==> config.mk <==
export PLATFORM = sky130hd
export DESIGN_NAME = power_sleep_reset_control
export DESIGN_NICKNAME = d
export VERILOG_FILES = /design/src/design/power_sleep_pkg.sv /design/src/design/power_sleep_reset_control.sv /design/src/design/input_filter.sv /design/src/design/reset_stretch.sv
export SDC_FILE = /design/constraint.sdc
export NUM_CORES = 1
export LEC_CHECK = 0
export BUFFER_PORTS_ARGS = -buffer_cell sky130_fd_sc_hd__buf_2
export CAP_MARGIN = 20
export CORE_MARGIN = 2
export CORE_UTILIZATION = 40
export DETAILED_ROUTE_END_ITERATION = 8
export HOLD_SLACK_MARGIN = 0.05
export PLACE_DENSITY = 0.71
export SLEW_MARGIN = 25
export SYNTH_ARGS = -nofsm -noshare
export SYNTH_HDL_FRONTEND = slang
export SYNTH_SLANG_ARGS = --single-unit
==> constraint.sdc <==
create_clock -name pclk -period 6.8 [get_ports pclk]
set_clock_uncertainty 0.15 [all_clocks]
set_input_delay 1.02 -clock pclk [delete_from_list [all_inputs] [get_ports pclk]]
set_output_delay 1.02 -clock pclk [all_outputs]
set_load 0.01 [all_outputs]
==> src/design/power_sleep_pkg.sv <==
package power_sleep_pkg;

   ////////////////////////////////////////////////////////////////////////
   // Register byte offsets
   localparam logic [7:0] OFF_SLEEP_MODE_CONTROL = 8'h50;
   localparam logic [7:0] OFF_SYSTEM_CONTROL = 8'h54;
   localparam logic [7:0] OFF_RESET_CAUSE_FLAGS = 8'h58;
   localparam logic [7:0] OFF_PERIPHERAL_CLOCK_GATING = 8'h64;

   ////////////////////////////////////////////////////////////////////////
   // Field positions
   localparam int SLEEP_ENABLE_BIT = 0;
   localparam int SLEEP_MODE_LSB = 1;
   localparam int CHANGE_ENABLE_BIT = 5;
   localparam int BROWNOUT_DISABLE_BIT = 6;
   localparam int GATE_ADC_BIT = 0;
   localparam int GATE_UNIVERSAL_SERIAL_BIT = 1;
   localparam int GATE_TIMER_ZERO_BIT = 2;
   localparam int GATE_TIMER_ONE_BIT = 3;
   localparam int GATE_SPI_BIT = 4;
   localparam int GATE_LIN_UART_BIT = 5;
   localparam int POWER_ON_FLAG_BIT = 0;
   localparam int EXTERNAL_FLAG_BIT = 1;
   localparam int BROWNOUT_FLAG_BIT = 2;
   localparam int WATCHDOG_FLAG_BIT = 3;

   ////////////////////////////////////////////////////////////////////////
   // Reset values
   localparam logic [1:0] SLEEP_MODE_RESET = 2'h0;
   localparam logic [5:0] GATING_RESET = 6'h00;
   localparam logic [3:0] CAUSE_POWER_ON_RESET = 4'h1;

   ////////////////////////////////////////////////////////////////////////
   // Timing counts, in clock cycles
   localparam logic [2:0] CHANGE_WINDOW_CYCLES = 3'h4;
   localparam logic [2:0] DISABLE_DELAY_CYCLES = 3'h3;
   localparam logic [2:0] DISABLE_HOLD_CYCLES = 3'h3;
   localparam logic [11:0] STARTUP_BASE_CYCLES = 12'h010;

   typedef enum logic [1:0] {
      MODE_IDLE,
      MODE_ADC_NOISE_REDUCTION,
      MODE_POWER_DOWN,
      MODE_POWER_SAVE
   } sleep_mode_type;

endpackage : power_sleep_pkg

==> src/design/power_sleep_reset_control.sv <==
// Added by the designer: the APB register port.
`timescale 1ns/1ns
module power_sleep_reset_control
   import power_sleep_pkg::*;
#(
   parameter int ADDR_W = 8
) (
   input wire logic pclk,
   input wire logic presetn,
   input wire logic psel,
   input wire logic penable,
   input wire logic pwrite,
   input wire logic [ADDR_W-1:0] paddr,
   input wire logic [31:0] pwdata,
   output logic [31:0] prdata,
   output logic pready,
   output logic pslverr,
   input wire logic sleep_instr,
   input wire logic wake_event,
   input wire logic power_on_detect,
   input wire logic brownout_low,
   input wire logic brownout_fuse_enable,
   input wire logic reset_pin_n,
   input wire logic reset_pin_disable_fuse,
   input wire logic watchdog_reset_pulse,
   input wire logic [1:0] startup_time_fuses,
   input wire logic [3:0] clock_select_fuses,
   input wire logic timer_zero_async_select,
   output logic sleeping,
   output logic [1:0] sleep_mode,
   output logic brownout_detector_off,
   output logic [5:0] periph_clk_en,
   output logic adc_mux_available,
   output logic io_reset_n,
   output logic core_reset_n
);

   initial begin
      if (ADDR_W < 8) $error("ADDR_W must cover the 8-bit register decode");
   end

   typedef struct packed {
      logic sleep_enable_bit;
      logic [1:0] sleep_mode_select;
      logic sleep_brownout_disable;
      logic [2:0] window_cnt;
      logic [2:0] disable_cnt;
      logic sleeping;
      logic [1:0] mode;
      logic bod_off;
      logic [5:0] gate;
      logic [3:0] flags;
      logic [7:0] rdata;
      logic err;
   } state_type;

   state_type st_q, st_d;

   logic pin_low_raw;
   logic brownout_raw;
   logic sources_idle_n;
   logic stretch_active;
   logic int_reset;
   logic [2:0] filt;
   logic [11:0] timeout;
   logic disable_active;
   logic wr_access;
   logic setup;
   logic [7:0] wbyte;
   logic [7:0] addr8;

   ////////////////////////////////////////////////////////////////////////
   // Reset sources and stretching

   assign pin_low_raw = !reset_pin_n && !reset_pin_disable_fuse;
   // detector enabled by its fuse unless off in sleep
   assign brownout_raw = brownout_low && brownout_fuse_enable && !st_q.bod_off;
   assign sources_idle_n = presetn && !power_on_detect && !pin_low_raw && !brownout_raw;
   assign io_reset_n = sources_idle_n;

   assign timeout = STARTUP_BASE_CYCLES << {clock_select_fuses[0], startup_time_fuses};

   reset_stretch #(
      .CNT_W(12)
   ) u_stretch (
      .pclk(pclk),
      .sources_idle_n(sources_idle_n),
      .hold(watchdog_reset_pulse),
      .timeout(timeout),
      .reset_active(stretch_active)
   );

   assign int_reset = stretch_active;
   assign core_reset_n = !int_reset;

   // Flags need the source level in the clock domain, filtered against glitches
   input_filter #(
      .WIDTH(3),
      .RESET_VALUE(3'h0)
   ) u_filter (
      .pclk(pclk),
      .presetn(presetn),
      .async_in({power_on_detect, brownout_raw, pin_low_raw}),
      .filtered(filt)
   );

   ////////////////////////////////////////////////////////////////////////
   // Bus decode

   assign setup = psel && !penable;
   assign wr_access = psel && penable && pwrite;
   assign wbyte = pwdata[7:0];
   assign addr8 = paddr[7:0];
   assign disable_active = st_q.sleep_brownout_disable && (st_q.disable_cnt >= DISABLE_DELAY_CYCLES);

   ////////////////////////////////////////////////////////////////////////
   // Next state

   always_comb begin
      st_d = st_q;

      // Read data and error latched in the setup cycle
      if (setup) begin
         st_d.err = 1'b0;
         st_d.rdata = 8'h00;
         case (addr8)
            OFF_SLEEP_MODE_CONTROL: st_d.rdata = {5'h00, st_q.sleep_mode_select, st_q.sleep_enable_bit};
            OFF_SYSTEM_CONTROL: st_d.rdata = {1'b0, st_q.sleep_brownout_disable, st_q.window_cnt != 3'h0, 5'h00};
            OFF_RESET_CAUSE_FLAGS: st_d.rdata = {4'h0, st_q.flags};
            OFF_PERIPHERAL_CLOCK_GATING: st_d.rdata = {2'h0, st_q.gate};
            default: st_d.err = 1'b1;
         endcase
      end

      // Timed change window and disable bit lifetime
      if (st_q.window_cnt != 3'h0) begin
         st_d.window_cnt = st_q.window_cnt - 3'h1;
      end
      // active after delay, auto clear after hold
      if (st_q.sleep_brownout_disable) begin
         if (st_q.disable_cnt == DISABLE_DELAY_CYCLES + DISABLE_HOLD_CYCLES - 3'h1) begin
            st_d.sleep_brownout_disable = 1'b0;
            st_d.disable_cnt = 3'h0;
         end else begin
            st_d.disable_cnt = st_q.disable_cnt + 3'h1;
         end
      end

      if (wr_access) begin
         case (addr8)
            OFF_SLEEP_MODE_CONTROL: begin
               st_d.sleep_enable_bit = wbyte[SLEEP_ENABLE_BIT];
               st_d.sleep_mode_select = wbyte[SLEEP_MODE_LSB +: 2];
            end
            OFF_SYSTEM_CONTROL: begin
               if (wbyte[BROWNOUT_DISABLE_BIT] && wbyte[CHANGE_ENABLE_BIT]) begin
                  st_d.window_cnt = CHANGE_WINDOW_CYCLES;
               end else if (wbyte[BROWNOUT_DISABLE_BIT] && (st_q.window_cnt != 3'h0)) begin
                  st_d.window_cnt = 3'h0;
                  st_d.sleep_brownout_disable = 1'b1;
                  st_d.disable_cnt = 3'h0;
               end
            end
            OFF_PERIPHERAL_CLOCK_GATING: st_d.gate = wbyte[5:0];
            OFF_RESET_CAUSE_FLAGS: st_d.flags = st_q.flags & wbyte[3:0];
            default: ;
         endcase
      end

      // source events set flags, set wins over write
      if (watchdog_reset_pulse) st_d.flags[WATCHDOG_FLAG_BIT] = 1'b1;
      if (filt[1]) st_d.flags[BROWNOUT_FLAG_BIT] = 1'b1;
      if (filt[0]) st_d.flags[EXTERNAL_FLAG_BIT] = 1'b1;
      // power-on sets its flag, clears others
      if (filt[2]) st_d.flags = CAUSE_POWER_ON_RESET;

      // Sleep entry and wake
      if (wake_event) begin
         st_d.sleeping = 1'b0;
         st_d.bod_off = 1'b0;
      end else if (sleep_instr && !st_q.sleeping) begin
         if (st_q.sleep_enable_bit) begin
            st_d.sleeping = 1'b1;
            st_d.mode = st_q.sleep_mode_select;
            st_d.bod_off = disable_active;
         end
      end

      if (int_reset) begin
         st_d.sleep_enable_bit = 1'b0;
         st_d.sleep_mode_select = SLEEP_MODE_RESET;
         st_d.sleep_brownout_disable = 1'b0;
         st_d.window_cnt = 3'h0;
         st_d.disable_cnt = 3'h0;
         st_d.sleeping = 1'b0;
         st_d.mode = SLEEP_MODE_RESET;
         st_d.bod_off = 1'b0;
         st_d.gate = GATING_RESET;
      end
   end

   always_ff @(posedge pclk or negedge presetn) begin
      if (!presetn) begin
         st_q <= '{flags: CAUSE_POWER_ON_RESET, default: '0};
      end else begin
         st_q <= st_d;
      end
   end

   ////////////////////////////////////////////////////////////////////////
   // Outputs

   assign prdata = {24'h000000, st_q.rdata};
   assign pready = 1'b1;
   assign pslverr = psel && penable && st_q.err;
   assign sleeping = st_q.sleeping;
   assign sleep_mode = st_q.mode;
   assign brownout_detector_off = st_q.bod_off;

   // A low enable also blocks the peripheral's register access
   always_comb begin
      periph_clk_en = ~st_q.gate;
      // timer zero gate only when synchronous
      periph_clk_en[GATE_TIMER_ZERO_BIT] = !(st_q.gate[GATE_TIMER_ZERO_BIT] && !timer_zero_async_select);
   end

   // comparator loses mux when ADC gated
   assign adc_mux_available = !st_q.gate[GATE_ADC_BIT];
endmodule : power_sleep_reset_control

==> src/design/input_filter.sv <==
`timescale 1ns/1ns
module input_filter
   import power_sleep_pkg::*;
#(
   parameter int WIDTH = 1,
   parameter logic [WIDTH-1:0] RESET_VALUE = '0
) (
   input wire logic pclk,
   input wire logic presetn,
   input wire logic [WIDTH-1:0] async_in,
   output logic [WIDTH-1:0] filtered
);

   initial begin
      if (WIDTH < 1) $error("input_filter needs WIDTH of at least 1");
   end

   typedef struct packed {
      logic [WIDTH-1:0] stage1;
      logic [WIDTH-1:0] stage2;
      logic [WIDTH-1:0] stage3;
      logic [WIDTH-1:0] out;
   } filter_state_type;

   filter_state_type st_q, st_d;

   // Stage one feeds stage two only; a change counts once two and three agree
   always_comb begin
      st_d = st_q;
      st_d.stage1 = async_in;
      st_d.stage2 = st_q.stage1;
      st_d.stage3 = st_q.stage2;
      for (int i = 0; i < WIDTH; i++) begin
         if (st_q.stage2[i] == st_q.stage3[i]) begin
            st_d.out[i] = st_q.stage3[i];
         end
      end
   end

   always_ff @(posedge pclk or negedge presetn) begin
      if (!presetn) begin
         st_q <= {RESET_VALUE, RESET_VALUE, RESET_VALUE, RESET_VALUE};
      end else begin
         st_q <= st_d;
      end
   end

   assign filtered = st_q.out;

endmodule : input_filter

==> src/design/reset_stretch.sv <==
`timescale 1ns/1ns
module reset_stretch
   import power_sleep_pkg::*;
#(
   parameter int CNT_W = 12
) (
   input wire logic pclk,
   input wire logic sources_idle_n,
   input wire logic hold,
   input wire logic [CNT_W-1:0] timeout,
   output logic reset_active
);

   initial begin
      if (CNT_W < 2) $error("reset_stretch needs CNT_W of at least 2");
   end

   typedef struct packed {
      logic [CNT_W-1:0] count;
      logic active;
   } stretch_state_type;

   stretch_state_type st_q, st_d;

   always_comb begin
      st_d = st_q;
      if (hold) begin
         st_d.count = '0;
         st_d.active = 1'b1;
      end else if (st_q.active) begin
         if (st_q.count >= timeout - 1'b1) begin
            st_d.active = 1'b0;
         end else begin
            st_d.count = st_q.count + 1'b1;
         end
      end
   end

   // Asserts at once from any live source; release only by counting
   always_ff @(posedge pclk or negedge sources_idle_n) begin
      if (!sources_idle_n) begin
         st_q <= '{count: '0, active: 1'b1};
      end else begin
         st_q <= st_d;
      end
   end

   assign reset_active = st_q.active;

endmodule : reset_stretch

# Word level (Yosys, flattened, before mapping)
# Index checks and enable logic that the tools add are counted.
classes:
  n_reduce_logical: 54
  n_bitwise: 2
  eq_ne: 10
  shifts: 1
  n_lt_le_gt_ge: 2
  muxes: 31
  n_addsub: 4
op_table:
  columns: ["cell", "count"]
  rows:
  - ["$eq 8x7->1 const B", 4]
  - ["$pmux 7 s4", 1]
  - ["$reduce_bool 3->1", 9]
  - ["$mux 13", 2]
  - ["$mux 10", 2]
  - ["$mux 20", 1]
  - ["$mux 3", 6]
  - ["$mux 4", 4]
  - ["$reduce_and 2->1", 8]
  - ["$reduce_bool 2->1", 8]
  - ["$logic_and 1x1->1", 15]
  - ["$mux 7", 2]
  - ["$add 12x1->12 const B", 1]
  - ["$ge 12x12->1", 1]
  - ["$logic_not 1->1", 12]
  - ["$mux 12", 1]
  - ["$shl 5x3->12 const A", 1]
  - ["$sub 12x1->12 const B", 1]
  - ["$mux 1", 10]
  - ["$mux 6", 1]
  - ["$not 6->6", 1]
  - ["$and 4x4->4", 1]
  - ["$reduce_or 4->1", 1]
  - ["$add 3x1->3 const B", 1]
  - ["8 further kinds", 10]
totals:
  elab_cells: 127
  ff_bits: 58
  in_bits: 60
  out_inout_bits: 47

# Logic depth before layout (Yosys ltp)
depth:
  depth_word: 8
  mapped_depth: 9

# Modules after synthesis
# Synthesis repeated with hierarchy kept, for this count alone.
hier_totals:
  cells_unflattened: 370
  hier_area_um2: 3505.9
by_module_without_submodules:
  columns: ["module", "cells_per_inst", "seq_area_each_um2", "area_each_um2", "n_inst"]
  rows:
  - ["power_sleep_reset_control", 219, 802.0, 1989.4, 1]
  - ["reset_stretch", 133, 326.6, 1159.9, 1]
  - ["input_filter", 18, 300.3, 356.6, 1]

# Worst setup path before layout
# OpenSTA, ideal clock, no wires.
synth_timing:
  kind: "in2out"
  start: "in brownout_low"
  end: "out io_reset_n"
  cell_stages: 3
  slack_ps: 2694
  n_path_buf: 0
  arrival_ps: 2936
  cell_sequence: "nand2_1 -> nor2_1 -> nor4b_1"
synth_via:
  elab_chain_cells: 4
synth_lines:
  columns: ["element", "line_no", "text"]
  rows:
  - ["from (decl)", "power_sleep_reset_control.sv:21", "input wire logic brownout_low,"]
  - ["$logic_and 1x1->1 (2 in series)", "power_sleep_reset_control.sv:77", "assign brownout_raw = brownout_low && brownout_fuse_enable && !st_q.bod_off;"]
  - ["named net brownout_raw", "power_sleep_reset_control.sv:60", "logic brownout_raw;"]
  - ["$logic_not 1->1", "power_sleep_reset_control.sv:78", "assign sources_idle_n = presetn && !power_on_detect && !pin_low_raw && !brownout_raw;"]
  - ["$logic_and 1x1->1", "power_sleep_reset_control.sv:78", null]
  - ["to (decl)", "power_sleep_reset_control.sv:34", "output logic io_reset_n,"]
# The timed path passes the listed nets, and every way through them passes these cells.

# Worst setup path after layout
layout_timing:
  start: "in presetn"
  end: "out io_reset_n"
layout_via:
  elab_chain_cells: 3
layout_lines:
  columns: ["element", "line_no", "text"]
  rows:
  - ["from (decl)", "power_sleep_reset_control.sv:9", "input wire logic presetn,"]
  - ["$logic_and 1x1->1 (3 in series)", "power_sleep_reset_control.sv:78", null]
# Every way passes these cells.

==> flow_summary.json <==
{
  "status": "finished, final reports clean",
  "portBuffers": 52,
  "finalCritPeriodShare_pct": 50.8,
  "arrival_ns": 2.28,
  "cts_resized": 0,
  "synthArstFlopShare_pct": 100,
  "ys_top_cells_by_area": "dfrtp_1 44%, buf_4 8.9%, ha_1 4.8%",
  "tightestPinTransition_ns": 0.796,
  "diodes": 0,
  "fin_cells": 474,
  "slew_headroom_pct": 46.5,
  "start_util_pct": 40.7,
  "grt_max_degree": 46,
  "cts_tree": "done",
  "post_cts_buffers": 0,
  "synth_top_family_by_area": "simple AND/OR/NAND/NOR gates",
  "p_leak_nw": 1.59,
  "via_per_inst": 5.04,
  "dr_total_vias": 2387,
  "r2r_start": "u_stretch.st_q[11]$_DFFE_PN0P_",
  "drc": 0,
  "worstPathMaxFanout": 45,
  "dp.cells": 458,
  "antenna_found_initial": 0,
  "die_w_um": 92.2,
  "cts_buffers": 9,
  "ir_drop_v": 0.000140,
  "wl_per_cell_um": 13.2,
  "core_um2": 7650,
  "hp-start": "u_filter.st_d[7]$_DFF_PN0_",
  "hold_path.class": "flop to flop",
  "dpl.hpwl_um": 4570,
  "fmax_mhz": 290,
  "drive_gt1_share_pct": 21.0,
  "firstDrtPassIters": 4,
  "grt_pass1_wl_um": 10400,
  "synthMuxAreaShare_pct": 3.86,
  "synthTopCellsByCount": "55 x dfrtp_1, 37 x buf_4, 28 x nor2_1",
  "syn_avg_cell_area_um2": 9.67,
  "setup-tns-final_ns": 0,
  "grt-ovfl-total": 0,
  "synth_ff_type": "dfrtp_1",
  "crit_family": "buffers and inverters",
  "drv_cap": 0,
  "cp.required_ns": 5.63,
  "power_density_nw_per_um2": 209,
  "areaGrowthSynthToFinish_pct": 12.8,
  "total_power_mw": 0.733,
  "holdBufCountCts": 0,
  "yosys_warnings": 0,
  "slew_violations": 0,
  "synth_xor_area_share_pct": 0.281,
  "cp-end-kind": "output port",
  "htree_levels": 3,
  "wl_um": 6250,
  "cts_sinks": 57,
  "place.gp.congestion": 0.789,
  "critical_path.startpoint_type": "input port",
  "path_clk_slew_ns": 0.06,
  "pin_count": 107,
  "synth-seq-cells": 57,
  "grt_pass1_vias": 2222,
  "cts-root-buf": "clkbuf_8",
  "synth.distinct_cells": 45,
  "cp_cell_sequence": "buf_2 > buf_4 > nor4b_2 > buf_4 > buf_2",
  "layout.nets": 439,
  "critPathMaxStageDelay_ns": 0.44,
  "min_period_ns": 3.45,
  "yosysMostFrequentCell": "dfrtp_1",
  "yosys.area_share.simple_pct": 17.4,
  "cpMaxStageDelayCell": "buf_4",
  "die_y_um": 92.2,
  "rsz0062_at_grt": "false",
  "ant_nets": 0,
  "core.rowCount": 32,
  "path_buf_inv": 4,
  "crit_start": "presetn",
  "synth-compound-area-share_pct": 13.9,
  "clk_latency_ns": 0.33,
  "hold_viol": 0,
  "ys_seq_area_share_pct": 45.9,
  "synthesis.area_um2": 3110,
  "finalSetupViolCount": 0,
  "synthAdderAreaFrac_pct": 5.79,
  "yosys.area.top_type": "dfrtp_1",
  "grt_usage_pct": 15.4,
  "dieArea_um2": 8500,
  "synth_edf_count": 0,
  "criticalPathCategory": "input port to output port",
  "synth_top_area_share_pct": 44.2,
  "clockBufferDepth": 2,
  "dr.first_iter.drc_count": 126,
  "synth_cells": 322
}
[state kept, by name, indices dropped and copies added (netlist names)]
signal,count
u_filter.st_d,6
u_filter.st_q,3
sleeping,1
u_filter.filtered,3
u_stretch.reset_active,1
prdata,7
sleep_mode,2
st_q,21
u_stretch.st_q,12
brownout_detector_off,1
[cells by family (layout without fill, tap and decap cells)]
group                    Yosys count  after routing
multiplexers                      12             12
AND/OR/NAND/NOR                  103            103
AO/OA/AOI/OAI                     68             68
buffers and inverters             64             89
other                              2             27
XOR/XNOR                           1              1
adder cells (fa/ha/maj)           15             15
flip-flops                        57             57
[placed cells by master, fill, tap and decap left out, types with 6 or more instances in the layout]
cell type	n
o31ai_1	8
conb_1	27
nand2_1	18
clkbuf_8	9
ha_1	12
nand4_1	6
a21oi_1	21
inv_1	18
mux2i_1	12
o21ai_0	17
nor2_1	28
dfrtp_1	55
and3_1	6
or4_1	8
nand3_1	12
buf_2	52
[worst reg2reg max path, delay by kind of cell, from the launching register on]
kind                       cells  cell delay [ns]
adders and majority gates      1             0.34
DFF                            1             0.41
and+or+nand+nor                1             0.59
AOI/OAI and AO/OA              4             1.08
[cell type report]
class / instances / area, um^2
Tap cell: 102 / 128
Multi-Input combinational cell: 226 / 1390
Inverter: 18 / 67.6
Clock inverter: 5 / 80.1
Fill cell: 749 / 4140
Sequential cell: 57 / 1430
Clock buffer: 11 / 131
Timing Repair Buffer: 55 / 283
[power by group]
group,internal (mW),switching (mW)
registers,0.346,0.00448
clock network,0.206,0.130
logic,0.0167,0.0297
[per-layer routing]
metal  vias to the layer above  global-route usage [%]  wire length, um
met5                         -                       0                0
met4                         0                    3.73               34
met3                         4                    5.75              384
met2                        61                    25.7             3020
met1                      1146                    19.1             2810
li1                       1176                       -                -
[final timing paths]
kind | to | slack, ns | cells past startpoint
worst max-delay path | io_reset_n | 3.35 | 5
max in group asynchronous | u_stretch.reset_active$_DFF_PN1_ | 4.99 | 4
worst max register to register | u_stretch.st_q[5]$_DFFE_PN0P_ | 4.15 | 6
worst min register to register | u_filter.st_d[4]$_DFF_PN0_ | 0.20 | 0
min in group asynchronous | u_stretch.st_q[2]$_DFFE_PN0P_ | 0.40 | 3
worst min-delay path | u_filter.st_d[4]$_DFF_PN0_ | 0.20 | 0
[metrics by stage]
| step | utilization (%) | instance area (um^2) | hold slack, ns | worst slack [ns] |
|---|---|---|---|---|
| 6_report | 45.9 | 3510 | 0.200 | 3.35 |
| 5_1_grt | 45.9 | 3510 | 0.210 | 3.14 |
| 4_1_cts | 45.9 | 3510 | 0.204 | 3.27 |
| 3_5_place_dp | 43.1 | 3300 | 0.189 | 3.29 |
| 3_3_place_gp | 43.1 | 3300 | 0.182 | 3.30 |
| 2_1_floorplan | - | 3210 | 0.181 | 2.69 |
No activity file was read; power rests on OpenSTA's default activity.
